$ cat src/dmem_pkg.sv
// package: data memory map constants, register offsets and field positions
package dmem_pkg;
  localparam logic [7:0] ADDR_INDIRECT_PORT_ZERO  = 8'h00;
  localparam logic [7:0] ADDR_POINTER_ZERO        = 8'h01;
  localparam logic [7:0] ADDR_INDIRECT_PORT_ONE   = 8'h02;
  localparam logic [7:0] ADDR_POINTER_ONE_LOW     = 8'h03;
  localparam logic [7:0] ADDR_POINTER_ONE_SECTOR  = 8'h04;
  localparam logic [7:0] ADDR_ACCUMULATOR         = 8'h05;
  localparam logic [7:0] ADDR_PROGRAM_COUNTER_LOW = 8'h06;
  localparam logic [7:0] ADDR_TABLE_POINTER_LOW   = 8'h07;
  localparam logic [7:0] ADDR_TABLE_HIGH_LATCH    = 8'h08;
  localparam logic [7:0] ADDR_TABLE_POINTER_HIGH  = 8'h09;
  localparam logic [7:0] ADDR_STATUS_FLAGS        = 8'h0a;
  localparam logic [7:0] ADDR_INDIRECT_PORT_TWO   = 8'h0c;
  localparam logic [7:0] ADDR_POINTER_TWO_LOW     = 8'h0d;
  localparam logic [7:0] ADDR_POINTER_TWO_SECTOR  = 8'h0e;
  localparam logic [7:0] ADDR_NV_CONTROL          = 8'h40;
  localparam logic [7:0] SFR_LIMIT                = 8'h80;
  localparam logic [7:0] RESET_BYTE               = 8'h00;
  localparam logic [7:0] UNUSED_READ              = 8'h00;
  // status flag bits: bit 4 pdf, bit 5 to are hardware owned
  localparam logic [7:0] STATUS_SW_MASK           = 8'hcf;
  localparam int         STATUS_PDF_BIT           = 4;
  localparam int         STATUS_TO_BIT            = 5;
  localparam int         SECTOR_COUNT             = 2;
  localparam int         TABLE_CYCLES             = 2;
endpackage

$ cat src/sync_two_ff.sv
// module: two flip-flop level synchroniser for pin inputs
`timescale 1ns/100ps
module sync_two_ff (
  input  wire logic clk_in,
  input  wire logic rst_in,
  input  wire logic async_in,
  output logic      sync_out
);
  logic meta_q;  // first stage, read only by the second
  logic meta_d;
  logic sync_d;

  // next values: plain shift
  always_comb begin
    meta_d = async_in;
    sync_d = meta_q;
  end

  // register the two stages
  always_ff @(posedge clk_in) begin
    if (rst_in) begin
      meta_q   <= 1'b0;
      sync_out <= 1'b0;
    end else begin
      meta_q   <= meta_d;
      sync_out <= sync_d;
    end
  end
endmodule

$ cat src/gp_ram.sv
// module: general purpose ram, flip-flop storage with bit write mask
`timescale 1ns/100ps
module gp_ram #(
  parameter int DEPTH = 256
) (
  input  wire logic                     clk_in,
  input  wire logic [$clog2(DEPTH)-1:0] idx_in,
  input  wire logic                     we_in,
  input  wire logic [7:0]               wdata_in,
  input  wire logic [7:0]               wmask_in,
  output logic      [7:0]               rdata_out
);
  logic [7:0] mem_q [DEPTH];  // storage cells, no reset (volatile)
  logic [7:0] cell_d;         // merged byte for the addressed cell

  // merge only the masked bits so bit operations leave the others alone
  always_comb begin
    cell_d    = (mem_q[idx_in] & ~wmask_in) | (wdata_in & wmask_in);
    rdata_out = mem_q[idx_in];
  end

  // write the addressed cell
  always_ff @(posedge clk_in) begin
    if (we_in) begin
      mem_q[idx_in] <= cell_d;
    end
  end
endmodule

$ cat src/sectored_data_memory_decoder.sv
// module: sectored data memory address decoder with pointers and table latch
// Function
// - table reads take exactly two cycles
// - table high latch is software readable, writable
// - addresses 00H-7FH decode special registers, sector 0
// - sector 1 address 40H is nonvolatile control
// - ram at 80H-FFH in both sectors
// - unused special locations read 00H
// - ports one, two use sector and low pointers
// - no bank register; sector from pointers, address
// - extended addresses carry nine valid bits
// - direct access reaches all sectors via extended
// - protected registers ignore software writes
// - bit operations change only selected bit
// - lowest data address is 00H
// - serial programming uses shared data, external clock
// - indirect ports act on pointer; direct reads zero
// - port zero reaches sector 0 only
`timescale 1ns/100ps
module sectored_data_memory_decoder
  import dmem_pkg::*;
#(
  parameter int RAM_DEPTH = 256
) (
  input  wire logic       clk_in,
  input  wire logic       rst_in,
  input  wire logic [8:0] addr_in,          // nine bit operand address, bit 8 sector
  input  wire logic       ext_in,           // extended form: bit 8 is valid
  input  wire logic       rd_in,            // read strobe
  input  wire logic       wr_in,            // write strobe
  input  wire logic [7:0] wdata_in,         // write data
  input  wire logic [7:0] wmask_in,         // bit mask, ff for whole byte
  input  wire logic       tbl_start_in,     // begin table read
  input  wire logic [8:0] tbl_dest_in,      // destination of low table byte
  input  wire logic [15:0] tbl_word_in,     // program memory word
  input  wire logic       status_hw_we_in,  // hardware status flag update
  input  wire logic [1:0] status_hw_in,     // {to, pdf} from power logic
  input  wire logic       prog_data_in,     // programming_serial_data pin in
  input  wire logic       prog_clk_in,      // programming_serial_clock pin
  input  wire logic       prog_data_drive_in, // programmer requests device drive
  input  wire logic       prog_bit_in,      // bit to send back when driving
  output logic [7:0]      rdata_out,        // registered read data
  output logic            rvalid_out,       // read data valid pulse
  output logic            tbl_busy_out,     // table read in progress
  output logic            tbl_done_out,     // table read complete pulse
  output logic [7:0]      nv_control_out,   // nonvolatile control register
  output logic [7:0]      table_ptr_low_out,
  output logic [7:0]      table_ptr_high_out,
  output logic            prog_data_out,    // serial data out
  output logic            prog_data_oe_out, // high while device drives pin
  output logic            prog_data_s_out,  // synchronised serial data
  output logic            prog_clk_s_out    // synchronised serial clock
);
  // ---- special function registers ----
  logic [7:0] pointer_zero_q, pointer_zero_d;
  logic [7:0] pointer_one_low_q, pointer_one_low_d;
  logic [7:0] pointer_one_sector_q, pointer_one_sector_d;
  logic [7:0] pointer_two_low_q, pointer_two_low_d;
  logic [7:0] pointer_two_sector_q, pointer_two_sector_d;
  logic [7:0] accumulator_q, accumulator_d;
  logic [7:0] program_counter_low_q, program_counter_low_d;
  logic [7:0] table_pointer_low_q, table_pointer_low_d;
  logic [7:0] table_high_latch_q, table_high_latch_d;
  logic [7:0] table_pointer_high_q, table_pointer_high_d;
  logic [7:0] status_flags_q, status_flags_d;
  logic [7:0] nv_control_q, nv_control_d;
  logic [7:0] rdata_d;
  logic       rvalid_d;

  // table read sequencer
  typedef enum {TBL_IDLE, TBL_FETCH, TBL_STORE} tbl_state_e;
  tbl_state_e tbl_state_q, tbl_state_d;
  logic [8:0] tbl_dest_q, tbl_dest_d;       // latched destination
  logic [7:0] tbl_low_q, tbl_low_d;         // latched low table byte
  logic       tbl_done_d;

  // resolved access
  logic       eff_sector;                   // resolved sector bit
  logic [7:0] eff_addr;                     // resolved in-sector address
  logic       eff_valid;                    // pointer path allowed
  logic       acc_we;                       // effective write this cycle
  logic [7:0] acc_wdata;
  logic [7:0] acc_wmask;
  localparam int RAM_IDX_W = $clog2(RAM_DEPTH);  // ram index width, sector bit on top
  logic       ram_we;
  logic [RAM_IDX_W-1:0] ram_idx;
  logic [7:0] ram_rdata;
  logic [7:0] sfr_rdata;
  logic [7:0] merged;                       // masked write into a register

  // ---- programming pins: synchronise both before use ----
  sync_two_ff u_sync_data (
    .clk_in   (clk_in),
    .rst_in   (rst_in),
    .async_in (prog_data_in),
    .sync_out (prog_data_s_out)
  );
  sync_two_ff u_sync_clk (
    .clk_in   (clk_in),
    .rst_in   (rst_in),
    .async_in (prog_clk_in),
    .sync_out (prog_clk_s_out)
  );

  // ---- storage for general purpose memory ----
  gp_ram #(.DEPTH(RAM_DEPTH)) u_ram (
    .clk_in    (clk_in),
    .idx_in    (ram_idx),
    .we_in     (ram_we),
    .wdata_in  (acc_wdata),
    .wmask_in  (acc_wmask),
    .rdata_out (ram_rdata)
  );

  // address resolution: direct, extended, or through a pointer
  always_comb begin
    eff_valid  = 1'b1;
    acc_wdata  = wdata_in;
    acc_wmask  = wmask_in;
    acc_we     = wr_in;
    // no bank register: sector comes from the address or a pointer
    eff_sector = ext_in ? addr_in[8] : 1'b0;
    eff_addr   = addr_in[7:0];
    if (tbl_state_q == TBL_STORE) begin
      // table store owns the memory port for its second cycle
      eff_sector = tbl_dest_q[8];
      eff_addr   = tbl_dest_q[7:0];
      acc_wdata  = tbl_low_q;
      acc_wmask  = 8'hff;
      acc_we     = 1'b1;
    end else if (eff_sector == 1'b0) begin
      case (eff_addr)
        ADDR_INDIRECT_PORT_ZERO: begin
          eff_addr   = pointer_zero_q;
        end
        ADDR_INDIRECT_PORT_ONE: begin
          eff_sector = pointer_one_sector_q[0];
          eff_addr   = pointer_one_low_q;
          eff_valid  = (pointer_one_sector_q < 8'(SECTOR_COUNT));
        end
        ADDR_INDIRECT_PORT_TWO: begin
          eff_sector = pointer_two_sector_q[0];
          eff_addr   = pointer_two_low_q;
          eff_valid  = (pointer_two_sector_q < 8'(SECTOR_COUNT));
        end
        default: begin
          eff_valid = 1'b1;
        end
      endcase
      // a pointer naming a port again: direct port access reads zero, writes nothing
      if (eff_sector == 1'b0 && (eff_addr == ADDR_INDIRECT_PORT_ZERO ||
          eff_addr == ADDR_INDIRECT_PORT_ONE || eff_addr == ADDR_INDIRECT_PORT_TWO)) begin
        eff_valid = 1'b0;
      end
    end
    ram_we  = acc_we && eff_valid && eff_addr[7];
    ram_idx = RAM_IDX_W'({eff_sector, eff_addr[6:0]});
  end

  // special register read mux: sector 0 low half, sector 1 only 40H
  always_comb begin
    sfr_rdata = UNUSED_READ;
    if (!eff_sector) begin
      case (eff_addr)
        ADDR_POINTER_ZERO:        sfr_rdata = pointer_zero_q;
        ADDR_POINTER_ONE_LOW:     sfr_rdata = pointer_one_low_q;
        ADDR_POINTER_ONE_SECTOR:  sfr_rdata = pointer_one_sector_q;
        ADDR_ACCUMULATOR:         sfr_rdata = accumulator_q;
        ADDR_PROGRAM_COUNTER_LOW: sfr_rdata = program_counter_low_q;
        ADDR_TABLE_POINTER_LOW:   sfr_rdata = table_pointer_low_q;
        ADDR_TABLE_HIGH_LATCH:    sfr_rdata = table_high_latch_q;
        ADDR_TABLE_POINTER_HIGH:  sfr_rdata = table_pointer_high_q;
        ADDR_STATUS_FLAGS:        sfr_rdata = status_flags_q;
        ADDR_POINTER_TWO_LOW:     sfr_rdata = pointer_two_low_q;
        ADDR_POINTER_TWO_SECTOR:  sfr_rdata = pointer_two_sector_q;
        default:                  sfr_rdata = UNUSED_READ;
      endcase
    end else if (eff_addr == ADDR_NV_CONTROL) begin
      sfr_rdata = nv_control_q;
    end
  end

  // register writes and read data capture
  always_comb begin
    pointer_zero_d        = pointer_zero_q;
    pointer_one_low_d     = pointer_one_low_q;
    pointer_one_sector_d  = pointer_one_sector_q;
    pointer_two_low_d     = pointer_two_low_q;
    pointer_two_sector_d  = pointer_two_sector_q;
    accumulator_d         = accumulator_q;
    program_counter_low_d = program_counter_low_q;
    table_pointer_low_d   = table_pointer_low_q;
    table_high_latch_d    = table_high_latch_q;
    table_pointer_high_d  = table_pointer_high_q;
    status_flags_d        = status_flags_q;
    nv_control_d          = nv_control_q;
    merged                = (sfr_rdata & ~acc_wmask) | (acc_wdata & acc_wmask);
    if (acc_we && eff_valid && !eff_addr[7]) begin
      if (!eff_sector) begin
        case (eff_addr)
          ADDR_POINTER_ZERO:        pointer_zero_d        = merged;
          ADDR_POINTER_ONE_LOW:     pointer_one_low_d     = merged;
          ADDR_POINTER_ONE_SECTOR:  pointer_one_sector_d  = merged;
          ADDR_ACCUMULATOR:         accumulator_d         = merged;
          ADDR_PROGRAM_COUNTER_LOW: program_counter_low_d = merged;
          ADDR_TABLE_POINTER_LOW:   table_pointer_low_d   = merged;
          ADDR_TABLE_HIGH_LATCH:    table_high_latch_d    = merged;
          ADDR_TABLE_POINTER_HIGH:  table_pointer_high_d  = merged;
          // protected flags keep their value on software writes
          ADDR_STATUS_FLAGS: status_flags_d = (merged & STATUS_SW_MASK) |
                                              (status_flags_q & ~STATUS_SW_MASK);
          ADDR_POINTER_TWO_LOW:     pointer_two_low_d     = merged;
          ADDR_POINTER_TWO_SECTOR:  pointer_two_sector_d  = merged;
          default:                  pointer_zero_d        = pointer_zero_q;
        endcase
      end else if (eff_addr == ADDR_NV_CONTROL) begin
        nv_control_d = merged;
      end
    end
    // hardware owned flags: only the power logic moves them
    if (status_hw_we_in) begin
      status_flags_d[STATUS_PDF_BIT] = status_hw_in[0];
      status_flags_d[STATUS_TO_BIT]  = status_hw_in[1];
    end
    // the table high byte lands in the latch at the end of the fetch cycle
    if (tbl_state_q == TBL_FETCH) begin
      table_high_latch_d = tbl_word_in[15:8];
    end
    rvalid_d = rd_in && (tbl_state_q != TBL_STORE);
    if (!eff_valid) begin
      rdata_d = UNUSED_READ;
    end else if (eff_addr[7]) begin
      rdata_d = ram_rdata;
    end else begin
      rdata_d = sfr_rdata;
    end
  end

  // table read: start, fetch word, store low byte; two cycles of work
  always_comb begin
    tbl_state_d = tbl_state_q;
    tbl_dest_d  = tbl_dest_q;
    tbl_low_d   = tbl_low_q;
    tbl_done_d  = 1'b0;
    case (tbl_state_q)
      TBL_IDLE: begin
        if (tbl_start_in) begin
          tbl_dest_d  = tbl_dest_in;
          tbl_state_d = TBL_FETCH;
        end
      end
      TBL_FETCH: begin
        tbl_low_d   = tbl_word_in[7:0];
        tbl_state_d = TBL_STORE;
      end
      TBL_STORE: begin
        tbl_done_d  = 1'b1;
        tbl_state_d = TBL_IDLE;
      end
      default: begin
        tbl_state_d = TBL_IDLE;
      end
    endcase
  end

  // register all state; outputs come straight from flip-flops
  always_ff @(posedge clk_in) begin
    if (rst_in) begin
      pointer_zero_q        <= RESET_BYTE;
      pointer_one_low_q     <= RESET_BYTE;
      pointer_one_sector_q  <= RESET_BYTE;
      pointer_two_low_q     <= RESET_BYTE;
      pointer_two_sector_q  <= RESET_BYTE;
      accumulator_q         <= RESET_BYTE;
      program_counter_low_q <= RESET_BYTE;
      table_pointer_low_q   <= RESET_BYTE;
      table_high_latch_q    <= RESET_BYTE;
      table_pointer_high_q  <= RESET_BYTE;
      status_flags_q        <= RESET_BYTE;
      nv_control_q          <= RESET_BYTE;
      tbl_state_q           <= TBL_IDLE;
      tbl_dest_q            <= 9'h000;
      tbl_low_q             <= RESET_BYTE;
      rdata_out             <= RESET_BYTE;
      rvalid_out            <= 1'b0;
      tbl_busy_out          <= 1'b0;
      tbl_done_out          <= 1'b0;
      nv_control_out        <= RESET_BYTE;
      table_ptr_low_out     <= RESET_BYTE;
      table_ptr_high_out    <= RESET_BYTE;
      prog_data_out         <= 1'b0;
      prog_data_oe_out      <= 1'b0;
    end else begin
      pointer_zero_q        <= pointer_zero_d;
      pointer_one_low_q     <= pointer_one_low_d;
      pointer_one_sector_q  <= pointer_one_sector_d;
      pointer_two_low_q     <= pointer_two_low_d;
      pointer_two_sector_q  <= pointer_two_sector_d;
      accumulator_q         <= accumulator_d;
      program_counter_low_q <= program_counter_low_d;
      table_pointer_low_q   <= table_pointer_low_d;
      table_high_latch_q    <= table_high_latch_d;
      table_pointer_high_q  <= table_pointer_high_d;
      status_flags_q        <= status_flags_d;
      nv_control_q          <= nv_control_d;
      tbl_state_q           <= tbl_state_d;
      tbl_dest_q            <= tbl_dest_d;
      tbl_low_q             <= tbl_low_d;
      rdata_out             <= rdata_d;
      rvalid_out            <= rvalid_d;
      tbl_busy_out          <= (tbl_state_d != TBL_IDLE);
      tbl_done_out          <= tbl_done_d;
      nv_control_out        <= nv_control_d;
      table_ptr_low_out     <= table_pointer_low_d;
      table_ptr_high_out    <= table_pointer_high_d;
      // one shared line: drive only when the programmer hands it over
      prog_data_out         <= prog_bit_in;
      prog_data_oe_out      <= prog_data_drive_in;
    end
  end
endmodule

$ cat config.mk
export PLATFORM = sky130hd
export DESIGN_NAME = sectored_data_memory_decoder
export DESIGN_NICKNAME = d
export VERILOG_FILES = /design/src/dmem_pkg.sv /design/src/sync_two_ff.sv /design/src/gp_ram.sv /design/src/sectored_data_memory_decoder.sv
export SDC_FILE = /design/constraint.sdc
export NUM_CORES = 2
export LEC_CHECK = 0
export ABC_AREA = 1
export CAP_MARGIN = 20
export CORE_UTILIZATION = 30
export DETAILED_ROUTE_END_ITERATION = 8
export DONT_BUFFER_PORTS = 1
export SYNTH_ARGS = -nofsm -noshare
export SYNTH_HDL_FRONTEND = slang
export SYNTH_SLANG_ARGS = --single-unit
$ cat constraint.sdc
create_clock -name clk_in -period 7.8 [get_ports clk_in]
set_input_delay 1.56 -clock clk_in [delete_from_list [all_inputs] [get_ports clk_in]]
set_output_delay 1.56 -clock clk_in [all_outputs]
set_load 0.02 [all_outputs]
After elaboration in Yosys (flattened, before gate mapping):

Memories as Yosys holds them, arrays and structs flattened.
Cells that the tools add are included.

* magnitude comparators: 2
* equality and inequality tests: 23
* mux-type cells: 35
* bitwise operators: 10
* reduce and logical (&&, ||, !) cells: 31

Operator list (number)
* 8-bit two-way mux: 13
* 8-bit one-hot mux with 11 select lines: 1
* 32-bit by 2-bit == test with 1-bit output (second input constant): 2
* 32-bit one-hot mux with 2 select lines: 1
* 8-bit by 4-bit == test with 1-bit output (second input constant): 7
* 3-bit AND reduction: 13
* 32-bit by 1-bit == test with 1-bit output (second input constant): 1
* 32-bit by 3-bit == test with 1-bit output (second input constant): 1
* 8-bit by 3-bit == test with 1-bit output (second input constant): 4
* 32-bit logical NOT: 1
* 32-bit two-way mux: 1
* 32-bit by 3-bit != test with 1-bit output (second input constant): 1
* 32-bit nonzero test: 1
* 8-bit bitwise AND: 3
* 8-bit by 2-bit == test with 1-bit output (second input constant): 3
* 8-bit one-hot mux with 3 select lines: 1
* 6-bit two-way mux: 3
* 8-bit logical NOT: 2
* 8-bit by 2-bit < comparator with 1-bit output (second input constant): 2
* 8-bit OR: 2
* 1-bit two-way mux: 12
* 8-bit by 1-bit == test with 1-bit output (second input constant): 1
* 8-bit by 7-bit == test with 1-bit output (second input constant): 1
* 8-bit inverter: 1
* 12 further kinds: 23

* flip-flop bits (word level): 162
* RAM bits: 2048
* bits of input ports: 63
* output and inout bits: 39
* logic and storage cells: 128
* memories: 1

Memories
* u_ram.mem_q: depth 256, width 8, rd ports 1, clocked after memory_dff 0, write ports 1, RTL line gp_ram.sv:13 `logic [7:0] mem_q [DEPTH];`

Depth between registers and ports, before layout:

* depth after elaboration: 16
* gate-level depth with buffers: 28
* gate-level depth less buffers: 24

Modules after synthesis:

From an unflattened synthesis, not the netlist that was laid out.

* cell total of the unflattened synthesis: 9106
* area total of the unflattened synthesis: 92717.7 sq um

Modules (own cells, without submodules)
* gp_ram: times used 1, cells an instance 8045, area each 84788.8 sq um, seq. area each 61499.0 sq um
* sectored_data_memory_decoder: times used 1, cells an instance 1049, area each 7818.7 sq um, seq. area each 3163.0 sq um
* sync_two_ff: times used 2, cells an instance 6, area each 55.1 sq um, seq. area each 40.0 sq um

Least setup slack after synthesis:

No wires, ideal clock.

* path kind: input-to-reg
* from: in addr_in[4]
* to: mem u_ram.mem_q[0][7], data pin
* library setup time: 825 ps
* arrival: 6687 ps
* data required time: 6975 ps
* setup slack: 288 ps
* cell stages on the path: 26
* buffers on the path: 3
* path through: nor2_1 nand2_4 inv_2 nand2_2 nand2_1 nor2_2 inv_2 nand3b_1 nand3_2 nand2_1 nand2_2 buf_2 buf_2 buf_2 nand2_1 nand2_1 nand2_1 nand2_1 nor2_1 nor2_1 nor2_1 nand2_1 nand2_1 nand3_1 nand2_1 nand2_1

* longest elaborated chain between the ends: 9
* elaborated cells on any way between the ends: 16
* those cells by class: eq/ne (2); mux (10); bitwise (2); reduce/logical (1); memory (1)

RTL lines
* start, declared: RTL line sectored_data_memory_decoder.sv:27 `input wire logic [8:0] addr_in,`
* 8-bit by 4-bit == test with 1-bit output, or another cell as far along: RTL line sectored_data_memory_decoder.sv:132 `case (eff_addr)`
* 8-bit one-hot mux with 3 select lines or 1-bit one-hot mux with 2 select lines (tied branches): RTL line sectored_data_memory_decoder.sv:132
* 8-bit two-way mux or 1-bit two-way mux (tied branches): RTL line sectored_data_memory_decoder.sv:131 `end else if (eff_sector == 1'b0) begin`
* 8-bit two-way mux or 1-bit two-way mux (tied branches): RTL line sectored_data_memory_decoder.sv:124 `if (tbl_state_q == TBL_STORE) begin`
* 8-bit two-way mux or 1-bit two-way mux (tied branches): RTL line sectored_data_memory_decoder.sv:131
* 8-bit two-way mux or 1-bit two-way mux (tied branches): RTL line sectored_data_memory_decoder.sv:124
* memory read 256 x 8 bit *
* 8-bit bitwise AND *: RTL line gp_ram.sv:18 `cell_d = (mem_q[idx_in] & ~wmask_in) | (wdata_in & wmask_in);`
* 8-bit OR *: RTL line gp_ram.sv:18
* named net u_ram.cell_d[7]: RTL line gp_ram.sv:14 `logic [7:0] cell_d;`
* end, declared: RTL line gp_ram.sv:13

The timed path passes the listed nets; every way through them passes the cells marked *. The select of a mux whose other input is x is not followed.

Worst setup path after layout:

* from: reg tbl_state_q[21]
* to: mem u_ram.mem_q[56][1], data pin

* longest elaborated chain between the ends: 5
* elaborated cells on any way between the ends: 10
* those cells by class: eq/ne (1); mux (4); bitwise (4); memory (1)

RTL lines
* start, declared: RTL line sectored_data_memory_decoder.sv:72 `tbl_state_e tbl_state_q, tbl_state_d;`
* start signal, assigned: RTL line sectored_data_memory_decoder.sv:306 `tbl_state_q <= tbl_state_d;`
* 32-bit by 3-bit == test with 1-bit output *: RTL line sectored_data_memory_decoder.sv:124
* 8-bit two-way mux or 1-bit two-way mux (tied branches): RTL line sectored_data_memory_decoder.sv:124
* memory read 256 x 8 bit or 8-bit inverter (tied branches)
* 8-bit bitwise AND: RTL line gp_ram.sv:18
* 8-bit OR *: RTL line gp_ram.sv:18
* named net u_ram.cell_d[1]: RTL line gp_ram.sv:14

The timed path passes the listed nets; every way through them passes the cells marked *.

==> summary.md <==
| Metric | Value |
|---|---|
| Status | `finished, final reports clean` |
| Largest family of logic cells by synthesized area | `simple AND/OR/NAND/NOR gates` |
| TNS Setup | `0 ns` |
| Delay of the slowest cell on the worst path | `0.63 ns` |
| Synth Area in Simple Gates | `27.2%` |
| Cell with the most instances after synthesis | `nand2_1` |
| RR Startpoint | `tbl_state_q[21]` |
| Post-CTS Hold Fix Bufs | `0` |
| CP Class | `flip-flop to flip-flop` |
| Worst R2R Setup Slack | `1.10 ns` |
| Fin crit share | `86.0%` |
| Syn-to-layout area delta | `13.2%` |
| Fmax | `149 MHz` |
| Initial antenna violation count | `14` |
| List of most frequent post-synthesis cells | `5,300 x nand2_1, 2,048 x edfxtp_1, 821 x nor2_1` |
| Worst-margin pin slew | `1.19 ns` |
| Asr flop ratio synth | `0%` |
| Core area | `0.313 mm²` |
| CP max stage cell | `inv_8` |
| RePlAce Congestion | `0.938` |
| Ys flop type | `edfxtp_1` |
| Slew Limit Headroom | `20.9%` |
| Synthesized area per cell | `9.69 µm²` |
| Final Skew | `0.0621 ns` |
| Synth Warn # | `0` |
| Die W | `563 µm` |
| Worst Hold Launch | `u_sync_data.meta_q` |
| Compound-Gate Fraction of Synth Area | `1.08%` |
| Worst hold path class | `flip-flop to flip-flop` |
| Yosys cell types | `40` |
| Synth Instances | `9,755` |
| Sequential element share of the synthesized area | `68.5%` |
| Half-perimeter wire length after placement | `164,000 µm` |
| Max-Cap Viols | `0` |
| Setup Viol. Count Final | `0` |
| Area contributors post-synth | `edfxtp_1 65%, nand2_1 21%, dfxtp_1 3.4%, nor2_1 3.3%, nand3_1 2.3%` |
| Postcts setup bufs | `0` |
| Fin area | `0.107 mm²` |
| Clock slew at reported path FFs | `0.06 ns` |
| Layout cell share with drive strength beyond 1 | `6.12%` |
| Max-slew violations | `0` |
| Vias per std cell | `4.75` |
| Synth Area in Adders | `0%` |
| Worst r2r dst | `u_ram.mem_q[56][1]` |
| Full die area | `0.317 mm²` |
| Post-synthesis mux area share | `0%` |
| Total grt overflow | `0` |
| # port buffers | `0` |
| R2R cell count | `26` |
| Pin count of the biggest net entering global routing | `159` |
| XOR/XNOR Fraction of Synth Area | `0%` |
| Post-layout min period | `6.70 ns` |
| Antenna Nets Post-Route | `0` |
| Drt pass-1 iters | `6` |
| Starting Density | `30.2%` |
| Hold Crit Endpoint | `u_sync_data.sync_out` |
| Via Count | `66,700` |
| WP data arrival | `7.29 ns` |
| DRC | `0` |
| First-pass GRT wire length | `416,000 µm` |
| Row count | `205` |
| Leading area contributor after synthesis | `edfxtp_1` |
| Nets | `9,752` |
| DRT iter0 DRCs | `7,062` |
| Setup crit start kind | `flip-flop` |
| Max IR drop VDD | `0.000244 V` |
| Clock tree buffer depth | `3` |
| Flops & latches, synth | `2,210` |
| Cts bufs inserted | `227` |
| Req. time, crit path | `8.39 ns` |
| Final WL | `282,000 µm` |
| I/O pin total | `102` |
| PD cells | `249 mW/mm²` |
| Routed WL per cell | `20.1 µm` |
| Lkg Pwr | `43.6 nW` |
| GRT Overall Usage | `17.4%` |
| CTS tree | `yes` |
| Die H | `563 µm` |
| H-tree depth | `4` |
| Clock Latency Late Sink | `0.90 ns` |
| Root buffer cell | `clkbuf_16` |
| Worst-path fanout max | `116` |
| EDFF count, synth | `2,048` |
| Hold Crit Depth | `2` |
| Post-synthesis cell area | `0.0945 mm²` |
| RSZ-0062 raised after global routing | `no` |
| Crit path capture type | `flip-flop` |
| Placed inst area | `0.0997 mm²` |
| Final hold vios | `0` |
| Post-CTS Resized | `0` |
| Crit path top cell by count | `nand2_1` |
| Synth top area share | `65.0%` |
| Vias in the first global route | `62,300` |
| Clock sinks | `2,210` |
[how the worst max path moves through the flow]
stage	startpoint	end	slack (ns)	cells after the start
floorplan	addr_in[4]	u_ram.mem_q[0][7]	0.29	26
global placement	addr_in[4]	u_ram.mem_q[27][1]	0.80	27
detailed placement	ext_in	u_ram.mem_q[86][1]	0.74	23
CTS	tbl_state_q[21]	u_ram.mem_q[59][1]	1.21	26
global route	tbl_state_q[20]	u_ram.mem_q[59][1]	0.82	26
finish	tbl_state_q[21]	u_ram.mem_q[56][1]	1.10	26
[stage by stage]
| step | std cells | power (mW) | util [%] | hold slack (ns) | worst slack (ns) |
|---|---|---|---|---|---|
| 6_report | 14000 | 26.6 | 34.2 | 0.405 | 1.10 |
| 3_5_place_dp | 13600 | 16.2 | 31.9 | 0.397 | 0.738 |
| 2_1_floorplan | 9784 | 15.2 | - | 0.388 | 0.288 |
| 4_1_cts | 14000 | 26.7 | 34.2 | 0.405 | 1.21 |
| 3_3_place_gp | 13600 | 16.2 | 31.9 | 0.392 | 0.797 |
| 5_1_grt | 14000 | 27.4 | 34.2 | 0.435 | 0.816 |
[critical path, delay by kind of cell, from the launching register on]
kind	cells	cell delay [ns]
buffers and inverters	4	1.74
flip-flops	1	0.30
AND/OR/NAND/NOR	22	4.11
[where the power goes]
group	internal [mW]	leakage, nW	switching, mW	total [mW]
clock	6.03	3.55	4.63	10.7
sequential	13.3	19.9	0.0146	13.3
combinational	0.560	20.2	2.07	2.63
total	19.9	43.6	6.71	26.6
[layer usage]
layer / share of wire, % / track usage [%] / routed length, µm
met1: 42 / 23.7 / 119000
met3: 8.0 / 2.90 / 22500
met4: 4.5 / 7.59 / 12700
met5: 0.0046 / 0 / 13
met2: 45 / 27.3 / 128000
[placed cells by master (no fill, tap or decap), types with 5 or more instances in the layout]
cell type  count
nand2_1     5286
edfxtp_1    2048
nor2_1       820
nand3_1      423
clkbuf_16    228
inv_1        172
dfxtp_1      162
buf_4        137
o21ai_1       93
clkinv_1      60
buf_12        50
clkbuf_1      48
o21ai_0       47
a21oi_1       45
clkinv_2      40
nor2_2        30
conb_1        30
bufinv_16     18
nand2_2       17
inv_2         14
nor3_1        14
diode_2       11
nand2_4       10
nand4_1        9
inv_6          9
clkbuf_8       7
nor2_4         6
clkinv_4       5
[layout make-up]
type | instances | area (µm²)
fill | 31200 | 206000
sequential | 2210 | 64700
multi-input combinational | 6863 | 27000
clock buffer | 287 | 6000
tap | 4140 | 5180
timing repair buffer | 189 | 2050
clock inverter | 133 | 1250
inverter | 198 | 772
antenna | 11 | 27.5
[logic make-up (layout without fill, tap and decap cells)]
kind of cell           after synthesis  in the layout
and+or+nand+nor                   6638           6638
DFF                               2210           2210
buffers and inverters              711            807
AOI/OAI and AO/OA                  195            195
other                                1             41
[flip-flops by register name, indices dropped and copies added (netlist names), 8 cells and up]
name	count
tbl_dest_q	9
rdata_out	8
pointer_zero_q	8
table_pointer_low_q	8
table_high_latch_q	8
table_pointer_high_q	8
pointer_two_low_q	8
pointer_two_sector_q	8
nv_control_q	8
tbl_state_q	32
accumulator_q	8
pointer_one_low_q	8
status_flags_q	8
tbl_low_q	8
u_ram.mem_q	2048
pointer_one_sector_q	8
program_counter_low_q	8
(Power assumes the default switching activity.)
